File: src/pkg/lkd_pkg.sv
package lkd_pkg;

   // ==========================================================
   // sizes
   localparam int NUM_DISP = 75;
   localparam int NUM_SEG = 25;
   localparam int NUM_COM = 3;
   localparam int NUM_SCAN = 6;
   localparam int NUM_RET = 5;
   localparam int NUM_KEYS = 30;
   localparam int NUM_PORTS = 4;
   localparam int NUM_CTRL = 9;
   localparam int ADDR_W = 8;
   localparam int SYNC_W = 8;

   // ==========================================================
   // serial framing
   localparam logic [7:0] ADDR_KEY_READ = 8'h43;
   localparam logic [7:0] ADDR_DISP_WRITE = 8'h42;
   localparam logic [6:0] WR_BITS = 7'h54;     // 75 display + 9 control
   localparam logic [6:0] RD_BITS = 7'h1F;     // 30 keys + acknowledge
   localparam logic [6:0] CNT_MAX = 7'h7F;

   // ==========================================================
   // timing in oscillator periods
   localparam logic [9:0] KEY_REQ_T = 10'h267;      // 615
   localparam logic [9:0] SCAN_PERIOD_T = 10'h120;  // 288
   localparam logic [9:0] SCAN_SPAN_T = 10'h240;    // two passes
   localparam logic [9:0] SCAN_LINE_T = 10'h030;    // 288 / 6
   localparam logic [8:0] FRAME_T = 9'h180;         // 384
   localparam logic [8:0] COM_SLOT_T = FRAME_T / 9'h003;
   localparam logic [2:0] LAST_LINE = 3'h5;
   localparam logic [1:0] LAST_COM = 2'h2;

   // ==========================================================
   // scan line patterns
   localparam logic [5:0] SCAN_ALL = 6'h3F;
   localparam logic [5:0] SCAN_L6 = 6'h20;
   localparam logic [5:0] SCAN_L56 = 6'h30;
   localparam logic [5:0] SCAN_ONE = 6'h01;
   localparam logic [29:0] KEY_LINE1 = 30'h0000001F;
   localparam logic [29:0] KEY_LINE12 = 30'h000003FF;

   // ==========================================================
   // types
   typedef struct packed {
      logic sleep_sel_a;
      logic sleep_sel_b;
      logic scan_pin_sel_a;
      logic scan_pin_sel_b;
      logic port_sel_a;
      logic port_sel_b;
      logic port_sel_c;
      logic segments_blank;
      logic bias_select;
   } lkd_ctrl_s;

   typedef struct packed {
      logic ce;
      logic clk;
      logic din;
   } lkd_ser_s;

   typedef enum logic [1:0] {KS_IDLE, KS_SCAN, KS_WAIT} lkd_scan_e;

   localparam lkd_ctrl_s CTRL_RST = '0;

endpackage

File: src/core/lkd_top.sv
`timescale 1ns/100ps
module lkd_top #(
   parameter int OSC_DIV = 4
) (
   input logic CORE_CLK,
   input logic RST,
   input logic CHIP_EN,
   input logic SERIAL_CLOCK_IN,
   input logic SERIAL_DATA_IN,
   input logic [lkd_pkg::NUM_RET-1:0] RETURN_INPUTS,
   output logic DATA_OUT,
   output logic DATA_OUT_OE_N,
   output logic [lkd_pkg::NUM_SCAN-1:0] SCAN_LINES,
   output logic [lkd_pkg::NUM_SEG-1:0] SEG_OUT,
   output logic [lkd_pkg::NUM_COM-1:0] COMMON_LINES,
   output logic BIAS_HALF,
   output logic SEGMENTS_BLANK,
   output logic OSC_RUN,
   output logic SLEEP_MODE
);
   import lkd_pkg::*;

   localparam int DIV_W = (OSC_DIV > 1) ? $clog2(OSC_DIV) : 1;

   // ==========================================================
   // decode functions
   function automatic logic [2:0] port_count(input lkd_ctrl_s c);
      if (c.port_sel_a) begin
         port_count = 3'h4;
      end else begin
         port_count = {1'b0, c.port_sel_b, c.port_sel_c};
      end
   endfunction

   function automatic logic [5:0] standby_lines(input lkd_ctrl_s c);
      unique case ({c.sleep_sel_a, c.sleep_sel_b})
         2'b01: standby_lines = SCAN_L6;
         2'b10: standby_lines = SCAN_L56;
         default: standby_lines = SCAN_ALL;
      endcase
   endfunction

   // which scan lines really exist as scan outputs
   function automatic logic [5:0] scan_use(input lkd_ctrl_s c);
      scan_use = SCAN_ALL;
      if (c.scan_pin_sel_a) begin
         scan_use = SCAN_ALL & ~(SCAN_ONE | (SCAN_ONE << 1));
      end else if (c.scan_pin_sel_b) begin
         scan_use = SCAN_ALL & ~SCAN_ONE;
      end
   endfunction

   function automatic logic [29:0] key_use(input lkd_ctrl_s c);
      key_use = ~30'h0;
      if (c.scan_pin_sel_a) begin
         key_use = ~KEY_LINE12;
      end else if (c.scan_pin_sel_b) begin
         key_use = ~KEY_LINE1;
      end
   endfunction

   // ==========================================================
   // pin synchronisers
   logic [SYNC_W-1:0] pin_raw, pin_st;
   lkd_ser_s ser, ser_prev_r;
   logic [NUM_RET-1:0] ret;

   assign pin_raw = {RETURN_INPUTS, CHIP_EN, SERIAL_CLOCK_IN, SERIAL_DATA_IN};

   lkd_sync #(.W(SYNC_W)) u_sync (
      .clk(CORE_CLK),
      .rst(RST),
      .d_in(pin_raw),
      .q_out(pin_st)
   );

   assign ser = lkd_ser_s'(pin_st[2:0]);
   assign ret = pin_st[SYNC_W-1:3];

   // ==========================================================
   // serial interface
   logic [ADDR_W-1:0] addr_sr_r, addr_sr_nxt;
   logic wr_act_r, wr_act_nxt, rd_act_r, rd_act_nxt;
   logic [6:0] bit_cnt_r, bit_cnt_nxt;
   logic [NUM_DISP+NUM_CTRL-1:0] wr_sr_r, wr_sr_nxt;
   logic [NUM_KEYS:0] rd_sr_r, rd_sr_nxt;
   logic [NUM_DISP-1:0] disp_r, disp_nxt;
   lkd_ctrl_s ctrl_r, ctrl_nxt;
   logic ce_rise, ce_fall, clk_rise;
   logic rd_load, rd_done, wr_done;
   logic [NUM_KEYS-1:0] key_r, key_nxt;
   logic sa_r, sa_nxt, sleep;

   assign ce_rise = ser.ce & ~ser_prev_r.ce;
   assign ce_fall = ~ser.ce & ser_prev_r.ce;
   assign clk_rise = ser.clk & ~ser_prev_r.clk;
   assign sleep = ctrl_r.sleep_sel_a | ctrl_r.sleep_sel_b;

   // address shifts in with enable low; payload with enable high
   always_comb begin
      addr_sr_nxt = addr_sr_r;
      wr_act_nxt = wr_act_r;
      rd_act_nxt = rd_act_r;
      bit_cnt_nxt = bit_cnt_r;
      wr_sr_nxt = wr_sr_r;
      rd_sr_nxt = rd_sr_r;
      disp_nxt = disp_r;
      ctrl_nxt = ctrl_r;
      rd_load = 1'b0;
      rd_done = 1'b0;
      wr_done = 1'b0;
      if (ce_rise) begin
         wr_act_nxt = (addr_sr_r == ADDR_DISP_WRITE);
         rd_act_nxt = (addr_sr_r == ADDR_KEY_READ);
         bit_cnt_nxt = '0;
         if (addr_sr_r == ADDR_KEY_READ) begin
            rd_load = 1'b1;
            rd_sr_nxt = {sa_r, key_r & key_use(ctrl_r)};
         end
      end else if (ce_fall) begin
         wr_act_nxt = 1'b0;
         rd_act_nxt = 1'b0;
         // a short or long frame is dropped whole, so no half-updated mode
         if (wr_act_r && bit_cnt_r == WR_BITS) begin
            wr_done = 1'b1;
            disp_nxt = wr_sr_r[NUM_DISP-1:0];
            ctrl_nxt = lkd_ctrl_s'(wr_sr_r[NUM_DISP+NUM_CTRL-1:NUM_DISP]);
         end
         rd_done = rd_act_r && (bit_cnt_r >= RD_BITS);
      end else if (clk_rise) begin
         if (!ser.ce) begin
            addr_sr_nxt = {ser.din, addr_sr_r[ADDR_W-1:1]};
         end else begin
            if (bit_cnt_r != CNT_MAX) begin
               bit_cnt_nxt = bit_cnt_r + 7'h01;
            end
            if (wr_act_r) begin
               wr_sr_nxt = {ser.din, wr_sr_r[NUM_DISP+NUM_CTRL-1:1]};
            end
            if (rd_act_r) begin
               rd_sr_nxt = {1'b0, rd_sr_r[NUM_KEYS:1]};
            end
         end
      end
   end

   always_ff @(posedge CORE_CLK) begin
      if (RST) begin
         ser_prev_r <= '0;
         addr_sr_r <= '0;
         wr_act_r <= 1'b0;
         rd_act_r <= 1'b0;
         bit_cnt_r <= '0;
         wr_sr_r <= '0;
         rd_sr_r <= '0;
         disp_r <= '0;
         ctrl_r <= CTRL_RST;
      end else begin
         ser_prev_r <= ser;
         addr_sr_r <= addr_sr_nxt;
         wr_act_r <= wr_act_nxt;
         rd_act_r <= rd_act_nxt;
         bit_cnt_r <= bit_cnt_nxt;
         wr_sr_r <= wr_sr_nxt;
         rd_sr_r <= rd_sr_nxt;
         disp_r <= disp_nxt;
         ctrl_r <= ctrl_nxt;
      end
   end

   // ==========================================================
   // oscillator stand-in and common frame timing
   lkd_scan_e ks_r, ks_nxt;
   logic [DIV_W-1:0] div_r, div_nxt;
   logic [8:0] com_cnt_r, com_cnt_nxt;
   logic [1:0] com_idx_r, com_idx_nxt;
   logic osc_run, tick;

   // stopped in sleep until a key press starts a scan
   assign osc_run = ~sleep | (ks_r != KS_IDLE);
   assign tick = osc_run && (div_r == DIV_W'(OSC_DIV - 1));

   always_comb begin
      div_nxt = '0;
      com_cnt_nxt = com_cnt_r;
      com_idx_nxt = com_idx_r;
      if (osc_run && !tick) begin
         div_nxt = div_r + DIV_W'(1);
      end
      if (tick) begin
         // three slots of 128 periods make one 384-period frame
         if (com_cnt_r == COM_SLOT_T - 9'h001) begin
            com_cnt_nxt = '0;
            com_idx_nxt = (com_idx_r == LAST_COM) ? 2'h0 : com_idx_r + 2'h1;
         end else begin
            com_cnt_nxt = com_cnt_r + 9'h001;
         end
      end
   end

   always_ff @(posedge CORE_CLK) begin
      if (RST) begin
         div_r <= '0;
         com_cnt_r <= '0;
         com_idx_r <= '0;
      end else begin
         div_r <= div_nxt;
         com_cnt_r <= com_cnt_nxt;
         com_idx_r <= com_idx_nxt;
      end
   end

   // ==========================================================
   // key scanner: two passes, compare, request
   logic [9:0] kt_r, kt_nxt, slot_r, slot_nxt;
   logic [2:0] line_r, line_nxt;
   logic [NUM_KEYS-1:0] kd_a_r, kd_a_nxt, kd_b_r, kd_b_nxt;
   logic req_r, req_nxt;

   always_comb begin
      ks_nxt = ks_r;
      kt_nxt = kt_r;
      slot_nxt = slot_r;
      line_nxt = line_r;
      kd_a_nxt = kd_a_r;
      kd_b_nxt = kd_b_r;
      key_nxt = key_r;
      sa_nxt = sa_r;
      req_nxt = req_r;
      unique case (ks_r)
         KS_IDLE: begin
            // only a key on a line driven high can raise a return input
            if (|ret) begin
               ks_nxt = KS_SCAN;
               kt_nxt = '0;
               slot_nxt = '0;
               line_nxt = '0;
               kd_a_nxt = '0;
               kd_b_nxt = '0;
            end
         end
         KS_SCAN: begin
            if (tick) begin
               kt_nxt = kt_r + 10'h001;
               if (kt_r < SCAN_SPAN_T) begin
                  slot_nxt = slot_r + 10'h001;
                  if (slot_r == SCAN_LINE_T - 10'h001) begin
                     slot_nxt = '0;
                     line_nxt = (line_r == LAST_LINE) ? 3'h0 : line_r + 3'h1;
                     if (kt_r < SCAN_PERIOD_T) begin
                        kd_a_nxt[line_r*NUM_RET +: NUM_RET] = ret;
                     end else begin
                        kd_b_nxt[line_r*NUM_RET +: NUM_RET] = ret;
                     end
                  end
               end
               if (kt_r == KEY_REQ_T - 10'h001) begin
                  if (kd_a_r == kd_b_r && |(kd_b_r & key_use(ctrl_r))) begin
                     key_nxt = kd_b_r & key_use(ctrl_r);
                     sa_nxt = sleep;
                     req_nxt = 1'b1;
                     ks_nxt = KS_WAIT;
                  end else if (|kd_b_r) begin
                     // unstable data, or only masked keys, while still held: scan again
                     kt_nxt = '0;
                     slot_nxt = '0;
                     line_nxt = '0;
                     kd_a_nxt = '0;
                     kd_b_nxt = '0;
                  end else begin
                     ks_nxt = KS_IDLE;
                  end
               end
            end
         end
         KS_WAIT: begin
            if (rd_done) begin
               req_nxt = 1'b0;
               ks_nxt = KS_SCAN;
               kt_nxt = '0;
               slot_nxt = '0;
               line_nxt = '0;
               kd_a_nxt = '0;
               kd_b_nxt = '0;
            end
         end
      endcase
   end

   always_ff @(posedge CORE_CLK) begin
      if (RST) begin
         ks_r <= KS_IDLE;
         kt_r <= '0;
         slot_r <= '0;
         line_r <= '0;
         kd_a_r <= '0;
         kd_b_r <= '0;
         key_r <= '0;
         sa_r <= 1'b0;
         req_r <= 1'b0;
      end else begin
         ks_r <= ks_nxt;
         kt_r <= kt_nxt;
         slot_r <= slot_nxt;
         line_r <= line_nxt;
         kd_a_r <= kd_a_nxt;
         kd_b_r <= kd_b_nxt;
         key_r <= key_nxt;
         sa_r <= sa_nxt;
         req_r <= req_nxt;
      end
   end

   // ==========================================================
   // pin outputs, all registered
   logic [NUM_SCAN-1:0] scan_nxt;
   logic [NUM_SEG-1:0] seg_nxt;
   logic [NUM_COM-1:0] com_nxt;
   logic pull_nxt;
   logic [NUM_SCAN-1:0] lines_used;

   // a select straight on a function result is not portable, so decode once here
   assign lines_used = scan_use(ctrl_r);

   always_comb begin
      scan_nxt = standby_lines(ctrl_r) & scan_use(ctrl_r);
      if (ks_r == KS_SCAN) begin
         scan_nxt = '0;
         if (kt_r < SCAN_SPAN_T) begin
            scan_nxt = (SCAN_ONE << line_r) & scan_use(ctrl_r);
         end
      end
      com_nxt = '0;
      if (!sleep) begin
         com_nxt[com_idx_r] = 1'b1;
      end
      for (int n = 0; n < NUM_SEG; n++) begin
         // segment off shown as an idle pin; waveform shaping is analog
         seg_nxt[n] = disp_r[n*NUM_COM + int'(com_idx_r)] & ~sleep &
                      ~ctrl_r.segments_blank;
      end
      for (int p = 0; p < NUM_PORTS; p++) begin
         if (3'(p) < port_count(ctrl_r)) begin
            seg_nxt[p] = disp_r[p*NUM_COM];
         end
      end
      if (lines_used[0]) begin
         seg_nxt[NUM_SEG-2] = scan_nxt[0];
      end
      if (lines_used[1]) begin
         seg_nxt[NUM_SEG-1] = scan_nxt[1];
      end
      // request pulls low only outside a transfer
      pull_nxt = rd_act_r ? ~rd_sr_r[0] : (req_r & ~ser.ce);
   end

   always_ff @(posedge CORE_CLK) begin
      if (RST) begin
         SCAN_LINES <= '0;
         SEG_OUT <= '0;
         COMMON_LINES <= '0;
         BIAS_HALF <= 1'b0;
         SEGMENTS_BLANK <= 1'b0;
         OSC_RUN <= 1'b0;
         SLEEP_MODE <= 1'b0;
         DATA_OUT <= 1'b0;
         DATA_OUT_OE_N <= 1'b1;
      end else begin
         SCAN_LINES <= scan_nxt;
         SEG_OUT <= seg_nxt;
         COMMON_LINES <= com_nxt;
         BIAS_HALF <= ctrl_r.bias_select;
         SEGMENTS_BLANK <= ctrl_r.segments_blank;
         OSC_RUN <= osc_run;
         SLEEP_MODE <= sleep;
         DATA_OUT <= 1'b0;
         DATA_OUT_OE_N <= ~pull_nxt;
      end
   end
endmodule

File: src/core/lkd_sync.sv
`timescale 1ns/100ps
module lkd_sync #(
   parameter int W = 1
) (
   input logic clk,
   input logic rst,
   input logic [W-1:0] d_in,
   output logic [W-1:0] q_out
);
   logic [W-1:0] ff1_r, ff2_r, ff3_r, q_r, q_nxt;

   // ==========================================================
   // three stages; a bit moves only once the last two agree
   always_comb begin
      q_nxt = (ff2_r & ~(ff2_r ^ ff3_r)) | (q_r & (ff2_r ^ ff3_r));
   end

   // first stage feeds only the second, to keep metastability contained
   always_ff @(posedge clk) begin
      if (rst) begin
         ff1_r <= '0;
         ff2_r <= '0;
         ff3_r <= '0;
         q_r <= '0;
      end else begin
         ff1_r <= d_in;
         ff2_r <= ff1_r;
         ff3_r <= ff2_r;
         q_r <= q_nxt;
      end
   end

   assign q_out = q_r;
endmodule

File: config.mk
export PLATFORM = sky130hd
export DESIGN_NAME = lkd_top
export DESIGN_NICKNAME = d
export VERILOG_FILES = /design/src/pkg/lkd_pkg.sv /design/src/core/lkd_top.sv /design/src/core/lkd_sync.sv
export SDC_FILE = /design/constraint.sdc
export NUM_CORES = 1
export LEC_CHECK = 0
export BUFFER_PORTS_ARGS = -buffer_cell sky130_fd_sc_hd__buf_2
export CAP_MARGIN = 20
export CORE_MARGIN = 2
export CORE_UTILIZATION = 30
export CTS_BUF_LIST = sky130_fd_sc_hd__clkbuf_8
export CTS_CLUSTER_SIZE = 16
export DETAILED_ROUTE_END_ITERATION = 6
export SYNTH_ARGS = -nofsm -noshare
export SYNTH_HDL_FRONTEND = slang
export SYNTH_HIERARCHICAL = 1
export SYNTH_SLANG_ARGS = --single-unit
File: constraint.sdc
create_clock -name CORE_CLK -period 6.9 [get_ports CORE_CLK]
set_input_delay 1.38 -clock CORE_CLK [delete_from_list [all_inputs] [get_ports CORE_CLK]]
set_output_delay 1.38 -clock CORE_CLK [all_outputs]
set_load 0.03 [all_outputs]
==> results.md, run 1 <==
- Outcome: finished, final reports clean
- ANT nets after route: 0
- Data required time of the worst path: 7.39 ns
- Worst Tran Pin Value: 0.959 ns
- Most frequent cells in the layout: dfxtp_1 (418), nand2_1 (382), a21oi_1 (207)
- Period utilization: 52.7%
- Port Buffers: 48
- Initial DRC count: 865
- Post-CTS Setup Bufs: 0
- Leakage: 0.00704 uW
- First-pass GRT wire length: 65000 um
- Int Power: 3700 uW
- Synth Area in Compound Gates: 9.39%
- Overflow after GRT: 0
- H-tree depth: 3
- Setup crit end kind: flop
- Root Buffer Master: clkbuf_8
- Final critical-path required period: 3.64 ns
- Area delta synth->final: 13.1%
- Vias in the first global route: 12500
- Largest net degree at the start of global routing: 148
- Drt drc: 0
- Top delay family on crit path: buffers and inverters
- Die Wd: 244 um
- RSZ-0062 raised after global routing: no
- Clk buf depth: 3
- Arrival time of the worst setup path: 4.13 ns
- Vias per cell: 4.76
- Slew margin rel.: 36.1%
- Seq/Total Area, Yosys: 48.4%
- Wire per inst: 14.7 um
- Adder and majority cell fraction of the synthesized area: 1.66%
- # hold bufs at CTS: 0
- Synthesized area per cell: 9.20 um2
- Worst Setup Start Kind: flop
- P per Cell Area: 246 nW/um2
- Routed via count: 12900
- Placement Cell Area: 18100 um2
- Sw Ratio: 23.2%
- Number of synthesized flops with an enable pin: 0
- Critical path, cell by cell: ha_2 > inv_1 > a41o_1 > nand4_1 > o21ai_4 > buf_4 > nor2_1
- Clock power frac: 47.6%
- Total core area: 57400 um2
- Row count: 88
- Area of the die: 59700 um2
- Die Y: 244 um
- Net count after synthesis: 1918
- Clock Latency Late Sink: 0.66 ns
- Clock-pin transition on the worst setup and hold timing paths: 0.06 ns
- Fmax: 0.275 GHz
- Synth Flop Type: dfxtp_1
- CTS buffer count: 73
- XOR/XNOR Fraction of Synth Area: 2.88%
- Largest fanout on the critical path: 72
- CTS tree: yes
- Slowest stage cell, crit path: a41o_1
- RePlAce Congestion: 0.798
- Synth Area in Simple Gates: 21.8%
- Mapped Cells: 1885
- Register bit total from synthesis: 419
- GRT Util Overall: 13.3%
- Gate power share: 1.8%
- WL final: 39900 um
- Ys async rst share: 0%
- Max-slew violations: 0
- Layout Cells excl Fill: 2715
- First-pass iteration count of the detailed router: 5
- Yosys cell types: 78
- Worst min-delay path class: reg -> reg
- Clock Sinks: 419
- Critical path's largest stage delay: 0.70 ns
- Antenna violations before repair: 0
- Final setup viols: 0
- Placed Instances: 2585
- Mapped cell area: 17300 um2
- Cell area after layout: 19600 um2
- Most common cell after layout, fill and taps aside: dfxtp_1
- Synth Warn #: 6
- Max VDD drop: 0.000133 V
- Fin nets: 1929
- Crit path kind: reg -> reg
- Buf+Inv Stages, Crit Path: 2
- Final hold vios: 0
- Top Ports: 50
- Largest family of logic cells by synthesized area: simple AND/OR/NAND/NOR gates
- Initial Util: 30.2%
- Setup TNS: 0 ns
- Sequential share of power: 50.6%
- Ant. Diodes: 0
- Net switching power: 1120 uW
- Share of layout cells above drive strength 1: 13.3%
- Dpl hpwl: 24800 um
- Max-cap violations: 0
- Proportion of synthesized area in mux cells: 12.0%
- Setup Skew: 0.0327 ns
- Cts repair resizes: 0
==> worst paths after layout <==
kind | from | end | slack [ns] | cells after the start
setup / recovery | flop | kd_a_r[28] | 3.26 | 7
hold / removal | u_sync/ff1_r[7] | u_sync/ff2_r[7] | 0.43 | 1
setup reg to reg | flop | kd_a_r[28] | 3.26 | 7
hold reg to reg | u_sync/ff1_r[7] | u_sync/ff2_r[7] | 0.43 | 1
==> worst reg2reg max path, delay by kind of cell, from the launching register on <==
kind / cells / cell delay, ns
buffers and inverters: 2 / 1.13
AOI/OAI and AO/OA: 2 / 1.03
adders and majority gates: 1 / 0.50
and+or+nand+nor: 2 / 0.45
DFF: 1 / 0.38
==> cell usage after synthesis, types with 13 or more instances <==
library cell / number / share of area, %
nor2_1: 193 / 4.2
ha_1: 23 / 1.7
mux2i_1: 128 / 7.4
dfxtp_1: 419 / 48
xnor2_1: 17 / 0.86
nand2_1: 382 / 8.3
clkbuf_1: 82 / 1.8
buf_2: 13 / 0.38
o21ai_0: 13 / 0.38
a211oi_1: 23 / 1.0
a21oi_1: 207 / 6.0
and2_1: 22 / 0.79
nand4_1: 14 / 0.51
nand2b_1: 18 / 0.65
inv_1: 18 / 0.39
mux4_2: 35 / 4.5
nand3_1: 25 / 0.72
xor2_1: 40 / 2.0
nor2b_1: 32 / 1.2
nor4_1: 21 / 0.76
==> cell families (layout without fill, tap and decap cells) <==
group | count (synthesis) | count (layout)
simple gates | 796 | 796
flops | 419 | 419
compound gates | 279 | 279
mux | 164 | 164
buf+inv | 146 | 211
xor+xnor | 57 | 57
fa+ha+maj | 23 | 23
other cells | 1 | 1
==> power by group through the flow <==
stage                     combinational [uW]  sequential [uW]  clock [uW]
after floorplan                         61.5             2500           0
after global placement                  84.6             2490           0
after detailed placement                85.6             2490           0
after CTS                               85.8             2440        2370
after global routing                    95.2             2440        2480
final                                   86.7             2440        2290
==> metrics by stage <==
step	util (%)	power (uW)	worst slack, ns	hold WS [ns]
3_3_place_gp	31.5	2580	3.45	0.415
4_1_cts	34.1	4890	3.28	0.437
5_1_grt	34.2	5010	3.03	0.450
6_report	34.2	4820	3.26	0.434
3_5_place_dp	31.5	2580	3.31	0.426
2_1_floorplan	-	2560	3.53	0.408
==> cell type report <==
| class | count | area (um2) |
|---|---|---|
| fillers | 5806 | 37800 |
| flip-flops and latches | 419 | 8390 |
| multi-input cells | 1320 | 8300 |
| clock buffers | 95 | 1310 |
| well taps | 765 | 957 |
| repair buffers | 64 | 390 |
| clock inverters | 34 | 198 |
| inverters | 18 | 67.6 |
==> flip-flops by register name, summed over array words and instances, names as in the netlist, 2 cells and up, named ones only <==
register,flops
u_sync/ff3_r,8
ks_r,2
kt_r,10
addr_sr_r,8
wr_sr_r,84
SCAN_LINES,6
slot_r,10
com_cnt_r,9
key_r,30
ser_prev_r,2
div_r,2
disp_r,75
kd_b_r,30
u_sync/ff1_r,8
SEG_OUT,25
kd_a_r,30
line_r,3
COMMON_LINES,3
rd_sr_r,31
ctrl_r,9
com_idx_r,2
bit_cnt_r,7
u_sync/ff2_r,8
==> routing by layer <==
metal  global-route usage, %  vias up  wire length (um)
met1                    17.2     6135             18400
met3                    2.78       71              1870
met2                    21.5      265             18700
met5                       0        -                 0
li1                        -     6448                 -
met4                    5.16        0               953
Note: power is estimated with default switching activity, not from simulation.
==> run 2, diff against run 1 <==
Clock period 6.9 ns to 3.57 ns, I/O delays scaled along.
==> run 2 against run 1 <==
  * Sequential share of layout area shrank 0.41 points
  * Critical endpoint is now kd_a_r[26]
  * Critical path depth grew 1
  * Clock-buffer cell count shrank 6
  * Core utilization grew 0.33 points
  * Die area is the same
  * Fmax grew 19%
  * Sequential cell count is the same
  * Via count grew 0.95%
==> results.md, run 2 (same netlist as run 1, synthesis figures left out) <==
- Int Power: 7520 uW (was 3700 uW)
- Register area: 8390 um2 (unchanged)
- Stages on the worst setup path: 8 (was 7)
- Total core area: 57400 um2 (unchanged)
- Vias in the first global route: 12800 (was 12500)
- H-tree depth: 3 (unchanged)
- Final setup viols: 0 (unchanged)
- Gate power share: 1.8% (about the same)
- Met2 wire length: 18500 um (was 18700 um)
- Post-CTS Setup Bufs: 0 (unchanged)
- Period utilization: 85.3% (was 52.7%)
- Root Buffer Master: clkbuf_8 (unchanged)
- Reg2Reg Depth: 8 (was 7)
- WL final: 40200 um (was 39900 um)
- Die Y: 244 um (unchanged)
- Max-cap violations: 0 (unchanged)
- Initial Util: 30.2% (unchanged)
- Clk buf depth: 3 (unchanged)
- Layout Cells excl Fill: 2722 (was 2715)
- Area of the die: 59700 um2 (unchanged)
- Critical path, cell by cell: ha_1 > a21o_1 > a211o_1 > a41o_1 > nand4_1 > o21ai_4 > buf_4 > nor2_1 (was ha_2 > inv_1 > a41o_1 > nand4_1 > o21ai_4 > buf_4 > nor2_1)
- Initial DRC count: 818 (was 865)
- Crit path kind: reg -> reg (unchanged)
- Arrival time of the worst setup path: 3.52 ns (was 4.13 ns)
- First-pass GRT wire length: 66400 um (was 65000 um)
- Final hold vios: 0 (unchanged)
- Worst Tran Pin Value: 0.939 ns (was 0.959 ns)
- Net switching power: 2180 uW (was 1120 uW)
- Sw Ratio: 22.5% (was 23.2%)
- Clock-pin transition on the worst setup and hold timing paths: 0.06 ns (about the same)
- Outcome: finished, final reports clean (unchanged)
- Highest metal used: met4 (unchanged)
- Fmax: 0.328 GHz (was 0.275 GHz)
- Vias per cell: 4.79 (was 4.76)
- Util after Layout: 34.5% (was 34.2%)
- Overflow after GRT: 0 (unchanged)
- Max-slew violations: 0 (unchanged)
- Port Buffers: 48 (unchanged)
- Largest net degree at the start of global routing: 147 (was 148)
- Slew margin rel.: 37.4% (was 36.1%)
- GRT Util Overall: 13.5% (was 13.3%)
- Share of layout cells above drive strength 1: 13.9% (was 13.3%)
- Max reg flops: 84 (unchanged)
- Top delay family on crit path: compound AO/OA/AOI/OAI gates (was buffers and inverters)
- Ant. Diodes: 0 (unchanged)
- Sequential share of power: 48.6% (was 50.6%)
- Setup TNS: 0 ns (unchanged)
- Clock Latency Late Sink: 0.66 ns (about the same)
- Top reg by flops: wr_sr_r (unchanged)
- Buf+Inv Stages, Crit Path: 1 (was 2)
- Multi-input logic area: 8300 um2 (unchanged)
- Routed via count: 13000 (was 12900)
- Setup Skew: 0.0425 ns (was 0.0327 ns)
- Worst r2r src: bit_cnt_r[1]
- Slowest stage cell, crit path: buf_4 (was a41o_1)
- Final critical-path required period: 3.04 ns (was 3.64 ns)
- WL met1: 18700 um (was 18400 um)
- CTS buffer count: 73 (unchanged)
- Drt drc: 0 (unchanged)
- Worst Setup Start Kind: flop (unchanged)
- Critical path's largest stage delay: 0.69 ns (was 0.70 ns)
- Hold path start: RETURN_INPUTS[4] (was u_sync/ff1_r[7])
- Data required time of the worst path: 4.04 ns (was 7.39 ns)
- Area delta synth->final: 14.2% (was 13.1%)
- Clock Sinks: 419 (unchanged)
- CTS tree: yes (unchanged)
- Hold depth: 2 (was 1)
- Most frequent cells in the layout: dfxtp_1 (418), nand2_1 (382), a21oi_1 (207) (unchanged)
- Cts repair resizes: 0 (unchanged)
- Dpl hpwl: 25400 um (was 24800 um)
- P per Cell Area: 490 nW/um2 (was 246 nW/um2)
- Most common cell after layout, fill and taps aside: dfxtp_1 (unchanged)
- # hold bufs at CTS: 0 (unchanged)
- Row count: 88 (unchanged)
- Die Wd: 244 um (unchanged)
- RSZ-0062 raised after global routing: no (unchanged)
- Top Ports: 50 (unchanged)
- Min Hold Slack: 0.278 ns (was 0.434 ns)
- RePlAce Congestion: 0.859 (was 0.798)
- Worst min-delay path class: in -> reg (was reg -> reg)
- Placed Instances: 2598 (was 2585)
- # fillers: 5812 (was 5806)
- Crit path from: bit_cnt_r[1]
- Biggest regs: wr_sr_r (84), disp_r (75), rd_sr_r (31) (unchanged)
- First-pass iteration count of the detailed router: 5 (unchanged)
- Largest fanout on the critical path: 72 (unchanged)
- Clock power frac: 49.7% (was 47.6%)
- Fin nets: 1941 (was 1929)
- ANT nets after route: 0 (unchanged)
- Met3 wire length: 1910 um (was 1870 um)
- Leakage: 0.00713 uW (was 0.00704 uW)
- Max VDD drop: 0.000457 V (was 0.000133 V)
- Antenna violations before repair: 1 (was 0)
- Wire per inst: 14.8 um (was 14.7 um)
- Setup crit end kind: flop (unchanged)
[run 2: changes by cell type in the layout (fill, tap and decap cells not counted)]
cell | before | now
buf_12 | 0 | 2
buf_16 | 1 | 0
buf_4 | 15 | 26
bufinv_16 | 0 | 7
clkbuf_8 | 95 | 89
clkinv_4 | 1 | 0
clkinv_8 | 3 | 1
clkinvlp_4 | 3 | 2
inv_1 | 37 | 32
inv_12 | 0 | 1
inv_6 | 0 | 2
[run 2: layer usage]
metal  global-route usage (%)  vias to the layer above
li1                         -                     6455
met4                     5.20                        0
met3                     2.92                       85
met2                     22.2                      279
met1                     17.2                     6223
met5                        0                        -
[run 2: worst register-to-register path, cell delays in order (launching register included)]
cell and delay [ns]:
dfxtp_1 0.43, ha_1 0.26, a21o_1 0.11, a211o_1 0.16, a41o_1 0.47, nand4_1 0.22, o21ai_4 0.32, buf_4 0.69
nor2_1 0.19
[run 2: power groups by stage]
stage / Clock (uW) / Combinational, uW / Sequential (uW)
floorplan: 0 / 119 / 4830
global placement: 0 / 171 / 4810
detailed placement: 0 / 173 / 4810
CTS: 4970 / 174 / 4710
global route: 5180 / 187 / 4710
finish: 4820 / 171 / 4710
[run 2: layout make-up]
type / count / area share [%]
inverter: 18 / 0.341
sequential: 419 / 42.4
clock buffer: 89 / 6.19
tap: 765 / 4.83
multi-input combinational: 1320 / 41.9
timing repair buffer: 76 / 2.45
clock inverter: 35 / 1.89
[run 2: per-stage QoR]
stage | power (uW) | area [um2] | worst slack, ns
finish | 9700 | 19800 | 0.526
global route | 10100 | 19800 | 0.309
CTS | 9860 | 19800 | 0.550
detailed placement | 4990 | 18200 | 0.575
global placement | 4980 | 18200 | 0.647
floorplan | 4940 | 17300 | 0.204
[run 2: final timing paths]
check,to,slack [ns]
worst min-delay path,u_sync/ff1_r[7],0.28
worst min register to register,u_sync/ff2_r[3],0.41
worst max register to register,kd_a_r[26],0.53
worst max-delay path,kd_a_r[26],0.53
